### src/fhlu_pkg.sv
// shared constants and types for the float-single and halfword load unit
package fhlu_pkg;

    // field positions (bit 0 of the architecture is the word's msb)
    localparam int PRI_MSB    = 31;  // bits 0-5
    localparam int PRI_LSB    = 26;
    localparam int TGT_MSB    = 25;  // bits 6-10
    localparam int TGT_LSB    = 21;
    localparam int BASE_MSB   = 20;  // bits 11-15
    localparam int BASE_LSB   = 16;
    localparam int INDEX_MSB  = 15;  // bits 16-20
    localparam int INDEX_LSB  = 11;
    localparam int XO_MSB     = 10;  // bits 21-30
    localparam int XO_LSB     = 1;
    localparam int DISP_MSB   = 15;  // bits 16-31
    localparam int DISP_LSB   = 0;
    localparam int HALF_SIGN  = 15;  // halfword bit 0

    // opcodes
    localparam logic [5:0] PRI_INDEXED      = 6'h1f;  // 31
    localparam logic [5:0] PRI_HALF_ALG     = 6'h2a;  // 42
    localparam logic [5:0] PRI_HALF_ALG_UPD = 6'h2b;  // 43
    localparam logic [9:0] XO_FLT_UPD       = 10'h237; // 567
    localparam logic [9:0] XO_FLT           = 10'h217; // 535
    localparam logic [9:0] XO_HALF_UPD      = 10'h177; // 375

    // single to double exponent handling
    localparam logic [10:0] EXP_REBIAS  = 11'h380;  // 1023 - 127
    localparam logic [10:0] EXP_DENORM  = 11'h36a;  // 1023 - 149
    localparam logic [10:0] EXP_ALL_ONE = 11'h7ff;
    localparam logic [4:0]  REG_ZERO    = 5'h00;

    // one-hot sequencer states
    typedef enum logic [2:0] {
        ST_IDLE = 3'b001,
        ST_ADDR = 3'b010,
        ST_MEM  = 3'b100
    } fhlu_state_e;

    // decoded instruction held while it executes
    typedef struct packed {
        logic        is_float;  // float load, else halfword algebraic
        logic        indexed;   // index register, else displacement
        logic        update;    // base update form
        logic [4:0]  tgt;
        logic [4:0]  base;
        logic [4:0]  index;
        logic [15:0] disp;
    } fhlu_dec_s;

endpackage

### src/fhlu_sp2dp.sv
// single-precision to double-precision widening, exact for every input
`timescale 1ns/10ps
`default_nettype none
module fhlu_sp2dp (
    // single-precision word in
    input  wire logic [31:0] single_i,
    // double-precision word out
    output logic      [63:0] double_o
);
    logic        sign;
    logic [7:0]  exp_s;
    logic [22:0] frac_s;
    logic [4:0]  lead;
    logic [52:0] norm;

    assign sign   = single_i[31];
    assign exp_s  = single_i[30:23];
    assign frac_s = single_i[22:0];

    // find the leading one of a denormal fraction; highest set bit wins
    always_comb begin
        lead = 5'h00;
        for (int i = 0; i < 23; i++) begin
            if (frac_s[i]) begin
                lead = 5'(i);
            end
        end
        norm = {30'h0, frac_s} << (6'd52 - {1'b0, lead});
    end

    // denormals become normals in double range, so nothing is rounded
    always_comb begin
        if (exp_s == 8'hff) begin
            double_o = {sign, fhlu_pkg::EXP_ALL_ONE, frac_s, 29'h0};
        end else if (exp_s != 8'h00) begin
            double_o = {sign, fhlu_pkg::EXP_REBIAS + {3'h0, exp_s}, frac_s, 29'h0};
        end else if (frac_s == 23'h0) begin
            double_o = {sign, 63'h0};
        end else begin
            double_o = {sign, fhlu_pkg::EXP_DENORM + {6'h0, lead}, norm[51:0]};
        end
    end
endmodule
`default_nettype wire

### src/fhlu_load_unit.sv
// decoder and sequencer for float-single and algebraic halfword loads
// Operation
// - opcode 31, extended 567: indexed float-single load with base update.
// - opcode 31, extended 535: indexed float-single load without update.
// - opcode 42: displacement sign-extending halfword load without update.
// - opcode 43: displacement sign-extending halfword load, conditional base update.
// - opcode 31, extended 375: indexed sign-extending halfword load with update.
// - displacement sign-extended to 32 bits; base field zero means displacement alone.
// - indexed address is base plus index; base field zero means index alone.
// - target bits 6-10, base bits 11-15, index bits 16-20.
// - float loads widen the fetched single word to double, write float register.
// - float update writes address to base if base nonzero and no exception.
// - halfword update needs base nonzero, base unlike target, and no exception.
// - halfword goes in bits 16-31, bits 0-15 copy halfword bit 0.
// - float loads never touch the float status and control register.
// - halfword loads never touch fixed-point exception register nor condition field 0.
`timescale 1ns/10ps
`default_nettype none
module fhlu_load_unit (
    // clock and reset
    input  wire logic        clk_i,
    input  wire logic        rst_n_i,
    // issue stage
    input  wire logic        instr_valid_i,
    input  wire logic [31:0] instr_i,
    output logic             instr_ready_o,
    output logic             illegal_o,
    output logic             done_o,
    // integer register file read ports, data returns in the same cycle
    output logic [4:0]       base_raddr_o,
    output logic [4:0]       index_raddr_o,
    input  wire logic [31:0] base_rdata_i,
    input  wire logic [31:0] index_rdata_i,
    // storage access path
    output logic             mem_req_o,
    output logic [31:0]      mem_addr_o,
    output logic             mem_half_o,
    input  wire logic        mem_ack_i,
    input  wire logic [31:0] mem_rdata_i,
    input  wire logic        mem_align_err_i,
    input  wire logic        mem_dstor_err_i,
    // exceptions reported to the issue stage
    output logic             exc_align_o,
    output logic             exc_dstor_o,
    // register file write ports
    output logic             fpr_we_o,
    output logic [4:0]       fpr_waddr_o,
    output logic [63:0]      fpr_wdata_o,
    output logic             gpr_we_o,
    output logic [4:0]       gpr_waddr_o,
    output logic [31:0]      gpr_wdata_o,
    output logic             upd_we_o,
    output logic [4:0]       upd_waddr_o,
    output logic [31:0]      upd_wdata_o
);
    fhlu_pkg::fhlu_state_e state_r;
    fhlu_pkg::fhlu_dec_s   dec_r;
    fhlu_pkg::fhlu_dec_s   dec_nxt;
    logic                  hit;
    logic [5:0]            pri;
    logic [9:0]            xo;
    logic [31:0]           ea_nxt;
    logic [31:0]           ea_r;
    logic [63:0]           widened;
    logic                  take;
    logic                  finish;
    logic                  any_err;

    // field extraction with architecture bit 0 at the word's msb
    assign pri = instr_i[fhlu_pkg::PRI_MSB:fhlu_pkg::PRI_LSB];
    assign xo  = instr_i[fhlu_pkg::XO_MSB:fhlu_pkg::XO_LSB];

    // opcode decode; anything else is refused as illegal
    always_comb begin
        dec_nxt = '0;
        hit     = 1'b1;
        dec_nxt.tgt   = instr_i[fhlu_pkg::TGT_MSB:fhlu_pkg::TGT_LSB];
        dec_nxt.base  = instr_i[fhlu_pkg::BASE_MSB:fhlu_pkg::BASE_LSB];
        dec_nxt.index = instr_i[fhlu_pkg::INDEX_MSB:fhlu_pkg::INDEX_LSB];
        dec_nxt.disp  = instr_i[fhlu_pkg::DISP_MSB:fhlu_pkg::DISP_LSB];
        if (pri == fhlu_pkg::PRI_HALF_ALG) begin
            dec_nxt.indexed = 1'b0;
        end else if (pri == fhlu_pkg::PRI_HALF_ALG_UPD) begin
            dec_nxt.update  = 1'b1;
        end else if (pri == fhlu_pkg::PRI_INDEXED && xo == fhlu_pkg::XO_FLT_UPD) begin
            dec_nxt.is_float = 1'b1;
            dec_nxt.indexed  = 1'b1;
            dec_nxt.update   = 1'b1;
        end else if (pri == fhlu_pkg::PRI_INDEXED && xo == fhlu_pkg::XO_FLT) begin
            dec_nxt.is_float = 1'b1;
            dec_nxt.indexed  = 1'b1;
        end else if (pri == fhlu_pkg::PRI_INDEXED && xo == fhlu_pkg::XO_HALF_UPD) begin
            dec_nxt.indexed  = 1'b1;
            dec_nxt.update   = 1'b1;
        end else begin
            hit = 1'b0;
        end
    end

    // effective address; a zero base field means no base term at all
    always_comb begin
        logic [31:0] base_term;
        logic [31:0] off_term;
        base_term = (dec_r.base == fhlu_pkg::REG_ZERO) ? 32'h0 : base_rdata_i;
        off_term  = dec_r.indexed ? index_rdata_i
                                  : {{16{dec_r.disp[15]}}, dec_r.disp};
        ea_nxt    = base_term + off_term;
    end

    assign take    = instr_valid_i && instr_ready_o && state_r == fhlu_pkg::ST_IDLE;
    assign finish  = state_r == fhlu_pkg::ST_MEM && mem_ack_i;
    assign any_err = mem_align_err_i || mem_dstor_err_i;

    fhlu_sp2dp u_widen (
        .single_i (mem_rdata_i),
        .double_o (widened)
    );

    // sequencer: one instruction in flight, ready only while idle
    always_ff @(posedge clk_i or negedge rst_n_i) begin
        if (!rst_n_i) begin
            state_r       <= fhlu_pkg::ST_IDLE;
            instr_ready_o <= 1'b1;
            illegal_o     <= 1'b0;
        end else begin
            illegal_o <= take && !hit;
            case (state_r)
                fhlu_pkg::ST_IDLE: begin
                    if (take && hit) begin
                        state_r       <= fhlu_pkg::ST_ADDR;
                        instr_ready_o <= 1'b0;
                    end
                end
                fhlu_pkg::ST_ADDR: begin
                    state_r <= fhlu_pkg::ST_MEM;
                end
                fhlu_pkg::ST_MEM: begin
                    if (mem_ack_i) begin
                        state_r       <= fhlu_pkg::ST_IDLE;
                        instr_ready_o <= 1'b1;
                    end
                end
                default: begin
                    state_r       <= fhlu_pkg::ST_IDLE;
                    instr_ready_o <= 1'b1;
                end
            endcase
        end
    end

    // decoded fields and register read addresses held for the whole instruction
    always_ff @(posedge clk_i or negedge rst_n_i) begin
        if (!rst_n_i) begin
            dec_r         <= '0;
            base_raddr_o  <= 5'h00;
            index_raddr_o <= 5'h00;
        end else if (take && hit) begin
            dec_r         <= dec_nxt;
            base_raddr_o  <= dec_nxt.base;
            index_raddr_o <= dec_nxt.index;
        end
    end

    // storage request stands from the cycle after the address cycle until acknowledged
    always_ff @(posedge clk_i or negedge rst_n_i) begin
        if (!rst_n_i) begin
            mem_req_o  <= 1'b0;
            mem_addr_o <= 32'h0;
            mem_half_o <= 1'b0;
            ea_r       <= 32'h0;
        end else if (state_r == fhlu_pkg::ST_ADDR) begin
            mem_req_o  <= 1'b1;
            mem_addr_o <= ea_nxt;
            mem_half_o <= !dec_r.is_float;
            ea_r       <= ea_nxt;
        end else if (finish) begin
            mem_req_o  <= 1'b0;
        end
    end

    // writeback: one-cycle strobes; any exception means no register changes.
    // there is no port to status, exception or condition registers at all,
    // so both kinds of load leave them untouched
    always_ff @(posedge clk_i or negedge rst_n_i) begin
        if (!rst_n_i) begin
            done_o      <= 1'b0;
            exc_align_o <= 1'b0;
            exc_dstor_o <= 1'b0;
            fpr_we_o    <= 1'b0;
            fpr_waddr_o <= 5'h00;
            fpr_wdata_o <= 64'h0;
            gpr_we_o    <= 1'b0;
            gpr_waddr_o <= 5'h00;
            gpr_wdata_o <= 32'h0;
            upd_we_o    <= 1'b0;
            upd_waddr_o <= 5'h00;
            upd_wdata_o <= 32'h0;
        end else begin
            done_o      <= finish;
            exc_align_o <= finish && mem_align_err_i;
            exc_dstor_o <= finish && mem_dstor_err_i;
            fpr_we_o    <= finish && !any_err && dec_r.is_float;
            gpr_we_o    <= finish && !any_err && !dec_r.is_float;
            upd_we_o    <= finish && !any_err && dec_r.update
                           && dec_r.base != fhlu_pkg::REG_ZERO
                           && (dec_r.is_float || dec_r.base != dec_r.tgt);
            if (finish) begin
                fpr_waddr_o <= dec_r.tgt;
                fpr_wdata_o <= widened;
                gpr_waddr_o <= dec_r.tgt;
                gpr_wdata_o <= {{16{mem_rdata_i[fhlu_pkg::HALF_SIGN]}}, mem_rdata_i[15:0]};
                upd_waddr_o <= dec_r.base;
                upd_wdata_o <= ea_r;
            end
        end
    end
endmodule
`default_nettype wire

### config.mk
export PLATFORM = sky130hd
export DESIGN_NAME = fhlu_load_unit
export DESIGN_NICKNAME = d
export VERILOG_FILES = /design/src/fhlu_pkg.sv /design/src/fhlu_sp2dp.sv /design/src/fhlu_load_unit.sv
export SDC_FILE = /design/constraint.sdc
export NUM_CORES = 1
export LEC_CHECK = 0
export BUFFER_PORTS_ARGS = -buffer_cell sky130_fd_sc_hd__buf_2
export CORE_AREA = 2 2 161 163
export DETAILED_ROUTE_END_ITERATION = 12
export DIE_AREA = 0 0 163 165
export GPL_TIMING_DRIVEN = 0
export PLACE_DENSITY = 0.77
export SYNTH_ARGS = -nofsm -noshare
export SYNTH_HDL_FRONTEND = slang
export SYNTH_SLANG_ARGS = --single-unit
### constraint.sdc
create_clock -name clk_i -period 4.1 [get_ports clk_i]
set_clock_uncertainty 0.2 [all_clocks]
set_input_delay 0.205 -clock clk_i [delete_from_list [all_inputs] [get_ports clk_i]]
set_output_delay 0.205 -clock clk_i [all_outputs]
set_load 0.03 [all_outputs]
==> out/metrics.csv <==
metric;value;unit
status;finished with violations;
failing checks;setup timing;
Syn Std Cell Area;0.0121;mm^2
final hold vios;0;
WL/cell;22.3;um
first-pass GRT wire length;73600;um
Max Clk Rate;240;MHz
Die Height;165;um
1st-iter DRT viols;1247;
CP endpoint kind;register;
RR Startpoint;dec_r[25];
Min Clock Period, post-route;4.16;ns
Setup Crit Path Kind;reg2reg;
number of synthesized flops with an enable pin;0;
worst hold slack;0.0314;ns
Comb pwr share;33.6;%
hold depth;4;
dpl ws;-1.54;ns
IO buf count;316;
Most used DFF post-synth;dfrtp_1;
worst-path maximum fanout;4;
initial antenna violation count;1;
Synth-to-Final Area Change;30.1;%
register share of total power;35.5;%
vias;12800;
Total Power;5.74;mW
Final nets;2032;
Top Family by Delay on Critical Path;compound AO/OA/AOI/OAI gates;
Async S/R FF share, synth;100;%
Slew Viols, Final;0;
Sw Pwr;2.14;mW
Design Area, Final;0.0158;mm^2
period utilization;101;%
reg2reg end;ea_r[30];
Worst setup SP type;register;
Worst R2R Path Depth;14;
I/O Pins;329;
maximum VDD drop;266;uV
Post-Synthesis Cells;1448;
Routed WL;49200;um
crit path DAT;4.28;ns
Worst-Margin Slew;1.10;ns
clk slew on worst S/H paths;0.09;ns
Core Box Area;0.0250;mm^2
synth warn;0;
Placed Cells;2095;
root buffer cell;clkbuf_16;
CP bufs+invs;0;
Util after Layout;63.0;%
dominant cells by area after synthesis;dfrtp_1 40%, nand2_1 13%, o21ai_0 3.5%, ha_1 3.5%, a21oi_1 3.4%;
number of global-route vias before repair;12400;
P per Cell Area;363;mW/mm^2
Synth Area per Inst;8.38;um^2
Vias/cell;5.81;
Clock H-tree levels;4;
part of the Yosys area used for sequential elements;40.3;%
Int Pwr;3.60;mW
Hold Crit Class;in2reg;
Initial Util;48.4;%
Final Non-Filler Cells;2207;
clock sink total;195;
setup slack after layout;-0.0605;ns
share of layout cells above drive strength 1;28.3;%
Final setup viols;1;
CTS max path bufs;2;
Leak Pwr;8.27;nW
CTS tree;yes;
Clk pwr share;30.9;%
hpwl dp;36700;um
Setup crit end;ea_r[30];
WP depth;14;
drt drc;0;
RePlAce Congestion;0.986;
R2R Setup Slk;-0.06;ns
post-synth top area cell;dfrtp_1;
setup TNS;-0.0605;ns
setup repair after global routing missed its margin;yes;
die width;163;um
post-place instance area;0.0142;mm^2
share of the synthesized area in the top cell type;39.8;%
GR Overflow Total;0;
Worst path slowest cell;or4_4;
max_slew headroom;26.4;%
worst hold start;mem_rdata_i[14];
Antenna Nets Post-Route;0;
die area;0.0269;mm^2
WP data required;4.22;ns
Worst path max stage delay;0.55;ns
Syn Nets;1617;
crit-path cells;or4_4, nor2_4, nor2b_2, ha_2, fa_2, a211o_1, a2111oi_4, nor3_4, o31ai_4, a211oi_2, o211a_1, o41ai_2, nand3_1, a31o_2;
Inserted Clock Buffers;17;
most frequent cells after synthesis;404 x nand2_1, 193 x dfrtp_1, 86 x o21ai_0;
Seq cells post-synth;195;
switch share;37.3;%
GRT Total Usage;36.3;%
row cnt;58;
origin of the worst setup path;dec_r[25];
max cap viols;0;
Clock Latency Late Sink;0.45;ns
drt pass-1 iters;5;
count leader, synth;nand2_1;
Layout fillers;2171;
Synth cell types;93;
largest net degree at the start of global routing;99;
cells by family after synthesis:
family          after synthesis  synth area share [%]
simple gates                653                  24.0
compound gates              332                  18.0
flops                       195                  40.3
buf+inv                     141                  5.85
mux                          58                  5.81
fa+ha+maj                    35                  3.67
xor+xnor                     34                  2.46
per-layer routing:
layer	GRT usage [%]	up-vias	share of wire [%]
met5	0	-	0
met4	17.3	0	4.9
met3	6.23	162	7.7
li1	-	5839	-
met2	60.3	701	48
met1	46.3	6121	40
state kept, by name (all words and copies together) (netlist names), 3 cells and up:
signal / flops
fpr_wdata_o: 63
ea_r: 32
upd_wdata_o: 32
dec_r: 24
gpr_wdata_o: 16
gpr_waddr_o: 5
index_raddr_o: 5
upd_waddr_o: 5
state_r: 3
power by group through the flow:
stage	sequential (mW)	combinational, mW	clock (mW)
floorplan	2.07	1.13	0
global placement	2.07	1.63	0
detailed placement	2.08	1.65	0
CTS	2.03	1.78	1.79
global route	2.04	2.08	1.86
finish	2.03	1.93	1.77
tightest hold or removal path, stage by stage:
cell and delay (ns):
buf_2 0.10, buf_2 0.20, nand2_1 0.09, nand2_1 0.05
what timing repair did:
item,4_1_cts,5_1_grt
hold buffers,56,0
hold endpoints to repair,155,0
setup endpoints to repair,55,36
setup buffers,17,11
pin swaps,10,10
gates resized for setup,22,37
cell type report:
class / count / area, um^2 / area share (%)
Multi-Input combinational cell: 1112 / 6780 / 42.9
Sequential cell: 195 / 4880 / 30.9
Timing Repair Buffer: 399 / 2370 / 15.0
Buffer: 110 / 612 / 3.88
Clock buffer: 17 / 425 / 2.69
Tap cell: 330 / 413 / 2.62
Clock inverter: 15 / 188 / 1.19
Inverter: 28 / 109 / 0.690
Antenna cell: 1 / 2.50 / 0.0159
placed cells by master (no fill, tap or decap), drive strengths merged, types with 11 or more instances in the layout:
cell type | netlist | routed
buf | 58 | 401
nor2b | 40 | 40
mux2 | 19 | 19
mux2i | 32 | 32
clkinv | 3 | 12
dlygate4sd3 | 0 | 56
dfrtp | 193 | 193
nand2 | 405 | 405
clkbuf | 55 | 69
inv | 25 | 31
nor3 | 29 | 29
o21a | 11 | 11
and2 | 18 | 18
xnor2 | 19 | 19
a21o | 16 | 16
o21ai | 98 | 98
a21oi | 84 | 84
nand3 | 22 | 22
nand2b | 13 | 13
ha | 34 | 34
nor2 | 72 | 72
xor2 | 15 | 15
worst min-delay path by stage:
| stage | to | slack [ns] |
|---|---|---|
| after floorplan | dec_r[0] | -0.29 |
| after global placement | gpr_we_o | 0.20 |
| after detailed placement | fpr_wdata_o[49] | 0.1 |
| after CTS | gpr_wdata_o[14] | 0.009 |
| after global routing | gpr_wdata_o[14] | 0.03 |
| final | gpr_wdata_o[14] | 0.03 |
(Power assumes the default switching activity.)
